**src/pkg/ios_pkg.sv**
```systemverilog
// Constants and carrier types for the isolated octal switch serial control.
package ios_pkg;
    localparam int          CHAN_W       = 8;
    localparam int          CNT_W        = 3;
    localparam logic [2:0]  CNT_ZERO     = 3'h0;
    localparam logic [2:0]  CNT_ONE      = 3'h1;
    localparam logic [1:0]  REJ_ZERO     = 2'h0;
    localparam logic [1:0]  REJ_ONE      = 2'h1;
    localparam logic [1:0]  REJ_LIMIT    = 2'h3;
    localparam logic [7:0]  PAT_RESET    = 8'h00;
    localparam int          SETTLE_NS    = 1000;
    localparam int          CLK_NS       = 100;
    localparam int          SETTLE_CYC   = (SETTLE_NS + CLK_NS - 1) / CLK_NS;
    localparam logic [3:0]  SETTLE_LAST  = 4'(SETTLE_CYC - 1);

    typedef struct packed {
        logic cs_n;
        logic sclk;
        logic si;
    } ios_link_type;

    typedef struct packed {
        logic so;
        logic so_oe;
    } ios_so_type;
endpackage

```
**src/hdl/ios_sync2.sv**
```systemverilog
// Two-stage synchroniser for a group of level inputs.
module ios_sync2 #(
    parameter int W = 1
) (
    input  wire logic         clk_in,
    input  wire logic         rst_n_in,
    input  wire logic [W-1:0] d_in,
    input  wire logic [W-1:0] rst_val_in,
    output logic      [W-1:0] q_out
);
    logic [W-1:0] meta_reg;
    logic [W-1:0] q_reg;

    // The flops hold each input relative to its idle level, so reset
    // assigns only zeros and the output still wakes up at the idle level.
    always_ff @(posedge clk_in or negedge rst_n_in) begin
        if (!rst_n_in) begin
            meta_reg <= '0;
            q_reg    <= '0;
        end else begin
            meta_reg <= d_in ^ rst_val_in;
            q_reg    <= meta_reg;
        end
    end

    assign q_out = q_reg ^ rst_val_in;
endmodule

```
**src/hdl/ios_serial_ctrl.sv**
```systemverilog
// Serial channel control: shift register, modulo counter, latch and fault.
module ios_serial_ctrl
    import ios_pkg::*;
(
    input  wire logic              clk_sys_in,
    input  wire logic              arst_n_in,
    input  wire logic              outputs_off_n_in,
    input  wire logic              cs_n_in,
    input  wire logic              sclk_in,
    input  wire logic              si_in,
    input  wire logic [CHAN_W-1:0] overtemp_in,
    input  wire logic              vbb_low_in,
    input  wire logic              xfer_reject_in,
    output logic                   so_out,
    output logic                   so_oe_out,
    output logic [CHAN_W-1:0]      channel_drive_out,
    output logic                   fault_flag_n_out
);
    typedef struct packed {
        logic [CHAN_W-1:0] shift;
        logic [CNT_W-1:0]  cnt;
        logic              clocked;
        logic [CHAN_W-1:0] pattern;
        logic              valid;
        logic [1:0]        rejects;
        logic              sclk_d;
        logic              cs_n_d;
        logic              so;
        logic              so_oe;
        logic [CHAN_W-1:0] drive;
        logic              fault_n;
        logic [3:0]        settle;
        logic              ready;
    } ios_state_type;

    ios_state_type st_reg;
    ios_state_type st_next;
    logic [1:0]    rst_sync_reg;
    logic          rst_n;
    ios_link_type  link_raw;
    ios_link_type  link;
    logic          kill_n;
    logic [CHAN_W-1:0] ot;
    logic          vlow;
    logic          rej;
    logic          sclk_rise;
    logic          sclk_fall;
    logic          cs_rise;
    logic          cs_fall;

    always_ff @(posedge clk_sys_in or negedge arst_n_in) begin
        if (!arst_n_in) begin
            rst_sync_reg <= 2'h0;
        end else begin
            rst_sync_reg <= {rst_sync_reg[0], 1'b1};
        end
    end
    assign rst_n = rst_sync_reg[1];

    assign link_raw = '{cs_n: cs_n_in, sclk: sclk_in, si: si_in};

    ios_sync2 #(.W(3 + 1 + CHAN_W + 1 + 1)) u_sync (
        .clk_in     (clk_sys_in),
        .rst_n_in   (rst_n),
        .d_in       ({link_raw, outputs_off_n_in, overtemp_in, vbb_low_in,
                      xfer_reject_in}),
        // Select, serial clock and kill idle high, so no false edge
        // and no spurious selection follow the release of reset.
        .rst_val_in ({3'h6, 1'h1, {CHAN_W{1'b0}}, 2'h0}),
        .q_out      ({link, kill_n, ot, vlow, rej})
    );

    assign sclk_rise = link.sclk && !st_reg.sclk_d && !link.cs_n;
    assign sclk_fall = !link.sclk && st_reg.sclk_d && !link.cs_n;
    assign cs_rise   = link.cs_n && !st_reg.cs_n_d;
    assign cs_fall   = !link.cs_n && st_reg.cs_n_d;

    always_comb begin
        st_next        = st_reg;
        st_next.sclk_d = link.sclk;
        st_next.cs_n_d = link.cs_n;
        if (!st_reg.ready) begin
            if (st_reg.settle == SETTLE_LAST) begin
                st_next.ready = 1'b1;
            end else begin
                st_next.settle = st_reg.settle + 4'h1;
            end
        end
        if (cs_fall) begin
            st_next.cnt     = CNT_ZERO;
            st_next.clocked = 1'b0;
            st_next.so      = st_reg.shift[CHAN_W-1];
        end
        if (sclk_rise) begin
            st_next.shift   = {st_reg.shift[CHAN_W-2:0], link.si};
            st_next.cnt     = st_reg.cnt + CNT_ONE;
            st_next.clocked = 1'b1;
        end
        if (sclk_fall) begin
            st_next.so = st_reg.shift[CHAN_W-1];
        end
        st_next.so_oe = !link.cs_n;
        if (cs_rise && st_reg.clocked && st_reg.cnt == CNT_ZERO) begin
            st_next.pattern = st_reg.shift;
            st_next.valid   = 1'b1;
            st_next.rejects = REJ_ZERO;
        end else if (rej) begin
            if (st_reg.rejects == REJ_LIMIT) begin
                st_next.valid = 1'b0;
            end else begin
                st_next.rejects = st_reg.rejects + REJ_ONE;
            end
        end
        if (!kill_n) begin
            st_next.shift   = PAT_RESET;
            st_next.pattern = PAT_RESET;
            st_next.cnt     = CNT_ZERO;
            st_next.clocked = 1'b0;
            st_next.valid   = 1'b0;
            st_next.rejects = REJ_ZERO;
        end
        st_next.drive = (st_next.valid && st_reg.ready && kill_n)
                        ? st_next.pattern : PAT_RESET;
        st_next.fault_n = !((|ot) || vlow);
    end

    always_ff @(posedge clk_sys_in or negedge rst_n) begin
        if (!rst_n) begin
            st_reg         <= '0;
            st_reg.sclk_d  <= 1'b1;
            st_reg.cs_n_d  <= 1'b1;
            st_reg.fault_n <= 1'b1;
        end else begin
            st_reg <= st_next;
        end
    end

    assign so_out           = st_reg.so;
    assign so_oe_out        = st_reg.so_oe;
    assign channel_drive_out = outputs_off_n_in ? st_reg.drive : PAT_RESET;
    assign fault_flag_n_out = st_reg.fault_n;
endmodule

```
**config.mk**
```make
export PLATFORM = sky130hd
export DESIGN_NAME = ios_serial_ctrl
export DESIGN_NICKNAME = d
export VERILOG_FILES = /design/src/pkg/ios_pkg.sv /design/src/hdl/ios_sync2.sv /design/src/hdl/ios_serial_ctrl.sv
export SDC_FILE = /design/constraint.sdc
export NUM_CORES = 1
export LEC_CHECK = 0
export ABC_AREA = 1
export BUFFER_PORTS_ARGS = -buffer_cell sky130_fd_sc_hd__buf_4
export CORE_UTILIZATION = 61
export DETAILED_ROUTE_END_ITERATION = 8
export GPL_ROUTABILITY_DRIVEN = 0
export PLACE_DENSITY = 0.82
export SLEW_MARGIN = 40
export SYNTH_ARGS = -nofsm -noshare
export SYNTH_HDL_FRONTEND = slang
export SYNTH_SLANG_ARGS = --single-unit
```
**constraint.sdc**
```tcl
create_clock -name clk_sys_in -period 6.12 [get_ports clk_sys_in]
set_clock_uncertainty 0.2 [all_clocks]
set_input_delay 0.612 -clock clk_sys_in [delete_from_list [all_inputs] [get_ports clk_sys_in]]
set_output_delay 0.612 -clock clk_sys_in [all_outputs]
set_load 0.02 [all_outputs]
```
# Word level (Yosys, flattened, before mapping)
# Index checks and enable logic that the tools add are counted.
[word_totals] ff_bits=71 in_bits=16 output_inout_bits=11
[classes] n_reduce_logical=21 bitwise=4 add_sub_neg=3 n_eq_ne=6 muxes=14
[ops] operator="$mux 8" n=3
[ops] operator="$mux 23" n=1
[ops] operator="$mux 12" n=1
[ops] operator="$logic_and 1x1->1" n=10
[ops] operator="$reduce_or 8->1" n=1
[ops] operator="$mux 3" n=2
[ops] operator="$ne 3x1->1 const B" n=2
[ops] operator="$not 3->3" n=2
[ops] operator="$logic_not 1->1" n=5
[ops] operator="$mux 1" n=5
[ops] operator="$add 4x1->4 const B" n=1
[ops] operator="$eq 4x4->1 const B" n=1
[ops] operator="$mux 4" n=1
[ops] operator="$reduce_and 2->1" n=2
[ops] operator="$add 3x1->3 const B" n=1
[ops] operator="$logic_not 3->1" n=1
[ops] operator="$ne 3x3->1 const B" n=1
[ops] operator="$add 2x1->2 const B" n=1
[ops] operator="$eq 2x2->1 const B" n=1
[ops] operator="$mux 2" n=1
[ops] operator="$ne 2x1->1 const B" n=1
[ops] operator="$not 1->1" n=2
[ops] operator="$reduce_bool 2->1" n=1
[ops] operator="$logic_or 1x1->1" n=1

# Logic depth before layout (Yosys ltp)
[logic_depth] ltp_word=9 depth_mapped=9 ltp_nobuf=8

# Modules after synthesis
# Synthesis repeated with hierarchy kept, for this count alone.
[hier_totals] hier_cells=356 area_unflattened_um2=3060.4
[modules_own_cells] mod="ios_serial_ctrl" instances=1 area_per_inst_um2=1886.8 seq_area_each_um2=1079.8 cells_each=202
[modules_own_cells] mod="ios_sync2" instances=1 area_per_inst_um2=1173.6 seq_area_each_um2=700.7 cells_each=154

# Worst setup path before layout
# No wires, ideal clock.
[synth_path] path_type="input -> output" startpoint="in outputs_off_n_in" endpoint="out channel_drive_out[0]" path_stages=3 n_path_buf=1 arrival_time_ps=1054 slack_ps=4254 cell_sequence="clkbuf_1 -> nand2_1 -> inv_1"
[synth_between] elab_chain_len=1
[synth_lines] element="from (decl)" line="ios_serial_ctrl.sv:7" source="input wire logic outputs_off_n_in,"
[synth_lines] element="$mux 8" line="ios_serial_ctrl.sv:140" source="assign channel_drive_out = outputs_off_n_in ? st_reg.drive : PAT_RESET;"
[synth_lines] element="to (decl)" line="ios_serial_ctrl.sv:16" source="output logic [CHAN_W-1:0] channel_drive_out,"
# Every way passes these cells.

# Final worst setup path
[layout_path] startpoint="reg u_sync.q_reg[10]" endpoint="reg st_reg[30] in the netlist's numbering"
[layout_between] elab_chain_len=2 word_cells_on_any_way=3
[layout_lines] element="from (decl)" line="ios_sync2.sv:12" source="logic [W-1:0] q_reg;"
[layout_lines] element="from (signal assigned)" line="ios_sync2.sv:22" source="q_reg <= meta_reg;"
[layout_lines] element="$not 3->3 (no source line) *"
[layout_lines] element="$ne 3x1->1 (no source line) or $mux 23 (tied branches)"
[layout_lines] element="to (signal assigned)" line="ios_serial_ctrl.sv:134" source="st_reg <= st_next;"
[layout_lines] element="to (decl)" line="ios_serial_ctrl.sv:36" source="ios_state_type st_reg;"
# Every way passes the cells marked *; elsewhere a longest branch is shown, timed or not.
# A chain may end at the register's enable or synchronous reset.

==> reports/metrics.csv <==
stage,metric,value,unit
critical_path,timing.reg2reg.worst_path_depth,5,
die,placement_rows,23,
critical_path,timing_worst_setup_path_type,reg -> reg,
critical_path,critical_path_depth,5,
power,power.static_leakage,1.57,nW
grt,largest_net_degree_at_the_start_of_global_routing,70,
synthesis,dominant_cells_by_area_after_synthesis,"sky130_fd_sc_hd__dfrtp_1 (65%), sky130_fd_sc_hd__inv_1 (6.6%), sky130_fd_sc_hd__nand2_1 (3.9%), sky130_fd_sc_hd__dfstp_2 (3.0%), sky130_fd_sc_hd__nor2_1 (2.9%)",
cells_and_area,layout.cells.most_common_list,"sky130_fd_sc_hd__dfrtp_1 (67), sky130_fd_sc_hd__inv_1 (46), sky130_fd_sc_hd__nand2_1 (27)",
clocking,cts_resized,0,
placed_design,dpl.cell_count,303,
cells_and_area,finalNetCount,286,
die,die_height,67.3,um
grt,grt_pass1_vias,1617,
clocking,cts-root-buf,sky130_fd_sc_hd__clkbuf_8,
power,power.density_cell_area,276,nW/um^2
critical_path,timing.critical_path.to_type,register,
status,run_status,"complete, no violations",
timing,fin_setup_tns,0,ns
timing,unrepaired_setup_endpoints_after_global_routing,false,
clocking,clkLatencyLatePin,0.34,ns
die,initial_utilization,0.641,
grt,wire_length_of_the_first_global_routing_pass,6720,um
placed_design,placement.setup.worst_slack,4.30,ns
critical_path,regToRegStartpoint,u_sync.q_reg[10]$_DFF_PN0_,
cells_and_area,largest_register_ffs,38,
grt,initial_antenna_violation_count,0,
critical_path,critical_path_top_delay_cell,sky130_fd_sc_hd__dfrtp_1,
cells_and_area,layout_commonest_cell,sky130_fd_sc_hd__dfrtp_1,
run,max_cap_violations,0,
timing,max_freq,552,MHz
synthesis,synthDominantAreaCellType,sky130_fd_sc_hd__dfrtp_1,
critical_path,cp_top_family,simple AND/OR/NAND/NOR gates,
cells_and_area,layout-area-overhead-vs-synth,15.6,%
clocking,cts_post_setup_buffers_inserted,0,
synthesis,postSynthNetCount,251,
synthesis,top_area_cell_type_share_of_the_netlist_area,0.654,
worst_hold_path,hold_path_class,reg -> async,
clocking,ctsLongestPathBuffers,2,
clocking,clk_pin_slew,0.07,ns
cells_and_area,final_layout_size_suffix_gt1_frac,0.211,
synthesis,synthesis.yosys.warnings,0,
clocking,postCtsHoldBufs,1,
timing,timing.final.crit_share,0.296,
timing,timing.final.hold_violations,0,
die,dieArea,4530,um^2
cells_and_area,filler_cell_count,286,
placed_design,dp_hpwl,2710,um
synthesis,yosysSeqAreaShare,0.684,
die,floorplan.io_pins,27,
detailed_routing,routed_wl,3890,um
timing,maxSlewHeadroom,0.609,
clocking,cts_tree,built,
critical_path,critPathLaunch,u_sync.q_reg[10]$_DFF_PN0_,
synthesis,synth.avg_cell_area,11.3,um^2
detailed_routing,post-route-drc-count,0,
critical_path,cp_max_fo,13,
detailed_routing,route.antenna.remaining_nets,0,
detailed_routing,first_iter_violations,68,
power,power.total,0.832,mW
critical_path,crit_chain,inv_1 > nand2_1 > nor2_1 > nand2_1 > o21ai_0,
detailed_routing,1st_pass_router_iterations,4,
synthesis,synth-seq-cells,71,
detailed_routing,num_vias,1567,
synthesis,synthesized_instance_count,230,
clocking,cts_num_sinks,71,
critical_path,crit_required,6.17,ns
critical_path,cp-start-kind,register,
grt,gr-total-overflow,0,
critical_path,crit_buf_inv,1,
power,peakVddDrop,0.146,mV
die,overall_die_width,67.3,um
clocking,numCtsBuffers,9,
cells_and_area,final-instance-count-excl-fill,320,
timing,worstMarginPinSlew,0.587,ns
timing,final_critical_path_setup_slack,4.31,ns
critical_path,crit_arrival,1.86,ns
synthesis,synthDistinctLibCells,24,
grt,grt_usage,0.215,
detailed_routing,vias_per_cell,4.90,
die,design.core.area,4060,um^2
detailed_routing,drt-wirelength-per-cell,12.2,um
critical_path,path_common_cell,sky130_fd_sc_hd__nand2_1,
timing,number_of_slew_limit_violations_in_the_final_report,0,
synthesis,syn_area,2600,um^2
critical_path,cp_slowest_stage_delay,0.40,ns
timing,setup_viol_count_final,0,
cells_and_area,antenna-diode-count,0,
timing,period_minus_slack,1.81,ns
placed_design,port_buffers,26,
clocking,max_h_tree_level,3,
[per-stage QoR]
step	cell area, um^2	hold slack (ns)	util
2_1_floorplan	2600	0.116	-
3_3_place_gp	2840	0.131	0.700
3_5_place_dp	2840	0.135	0.700
4_1_cts	3000	0.149	0.740
5_1_grt	3010	0.152	0.741
6_report	3010	0.148	0.741
[kinds of logic (layout without fill, tap and decap cells)]
family,count (synthesis),count (layout),synth area share
adder cells (fa/ha/maj),5,5,0.0240
AO/OA/AOI/OAI,16,16,0.0346
flip-flops,71,71,0.684
buffers and inverters,52,92,0.0798
AND/OR/NAND/NOR,81,81,0.163
other,1,1,0.00144
XOR/XNOR,4,4,0.0135
[per-layer routing]
layer | track usage | share of wire | vias up
met2 | 0.348 | 0.49 | 27
li1 | - | - | 779
met3 | 0.0557 | 0.033 | 10
met4 | 0.136 | 0.023 | 0
met5 | 0 | 0 | -
met1 | 0.255 | 0.45 | 751
[layout make-up]
type,count,area [um^2],area share
repair buffers,28,216,0.0720
inverters,48,180,0.0599
clock inverters,2,10.0,0.00333
multi-input cells,107,614,0.204
clock buffers,14,143,0.0474
flip-flops and latches,71,1780,0.592
well taps,50,62.6,0.0208
[synth_stat cells]
master,number
sky130_fd_sc_hd__conb_1,1
sky130_fd_sc_hd__nand3_1,11
sky130_fd_sc_hd__nand2_2,5
sky130_fd_sc_hd__xor2_1,2
sky130_fd_sc_hd__inv_2,2
sky130_fd_sc_hd__nand2_1,27
sky130_fd_sc_hd__buf_2,1
sky130_fd_sc_hd__nor2_1,20
sky130_fd_sc_hd__nand4_1,10
sky130_fd_sc_hd__o22ai_1,8
sky130_fd_sc_hd__o21ai_1,1
sky130_fd_sc_hd__xnor2_1,2
sky130_fd_sc_hd__ha_1,5
sky130_fd_sc_hd__buf_6,1
sky130_fd_sc_hd__o21ai_0,5
sky130_fd_sc_hd__dfstp_2,3
sky130_fd_sc_hd__nor2_8,1
sky130_fd_sc_hd__inv_1,46
sky130_fd_sc_hd__buf_4,1
sky130_fd_sc_hd__a21oi_1,2
sky130_fd_sc_hd__nand3_2,6
sky130_fd_sc_hd__clkbuf_1,1
sky130_fd_sc_hd__nand3_4,1
sky130_fd_sc_hd__dfrtp_1,68
[worst paths after layout]
kind	endpoint	slack, ns
min	u_sync.q_reg[11]$_DFF_PN0_	0.15
max reg2reg	st_reg[30]$_DFFE_PN0P_	4.31
max	st_reg[30]$_DFFE_PN0P_	4.31
min reg2reg	u_sync.q_reg[11]$_DFF_PN0_	0.15
min in group clk_sys_in	u_sync.q_reg[2]$_DFF_PN0_	0.15
max in group asynchronous	u_sync.meta_reg[9]$_DFF_PN0_	5.16
[where the power goes]
group          switching (mW)  internal [mW]
logic                  0.0263         0.0145
registers             0.00653          0.485
clock network           0.153          0.147
(Power assumes the default switching activity.)
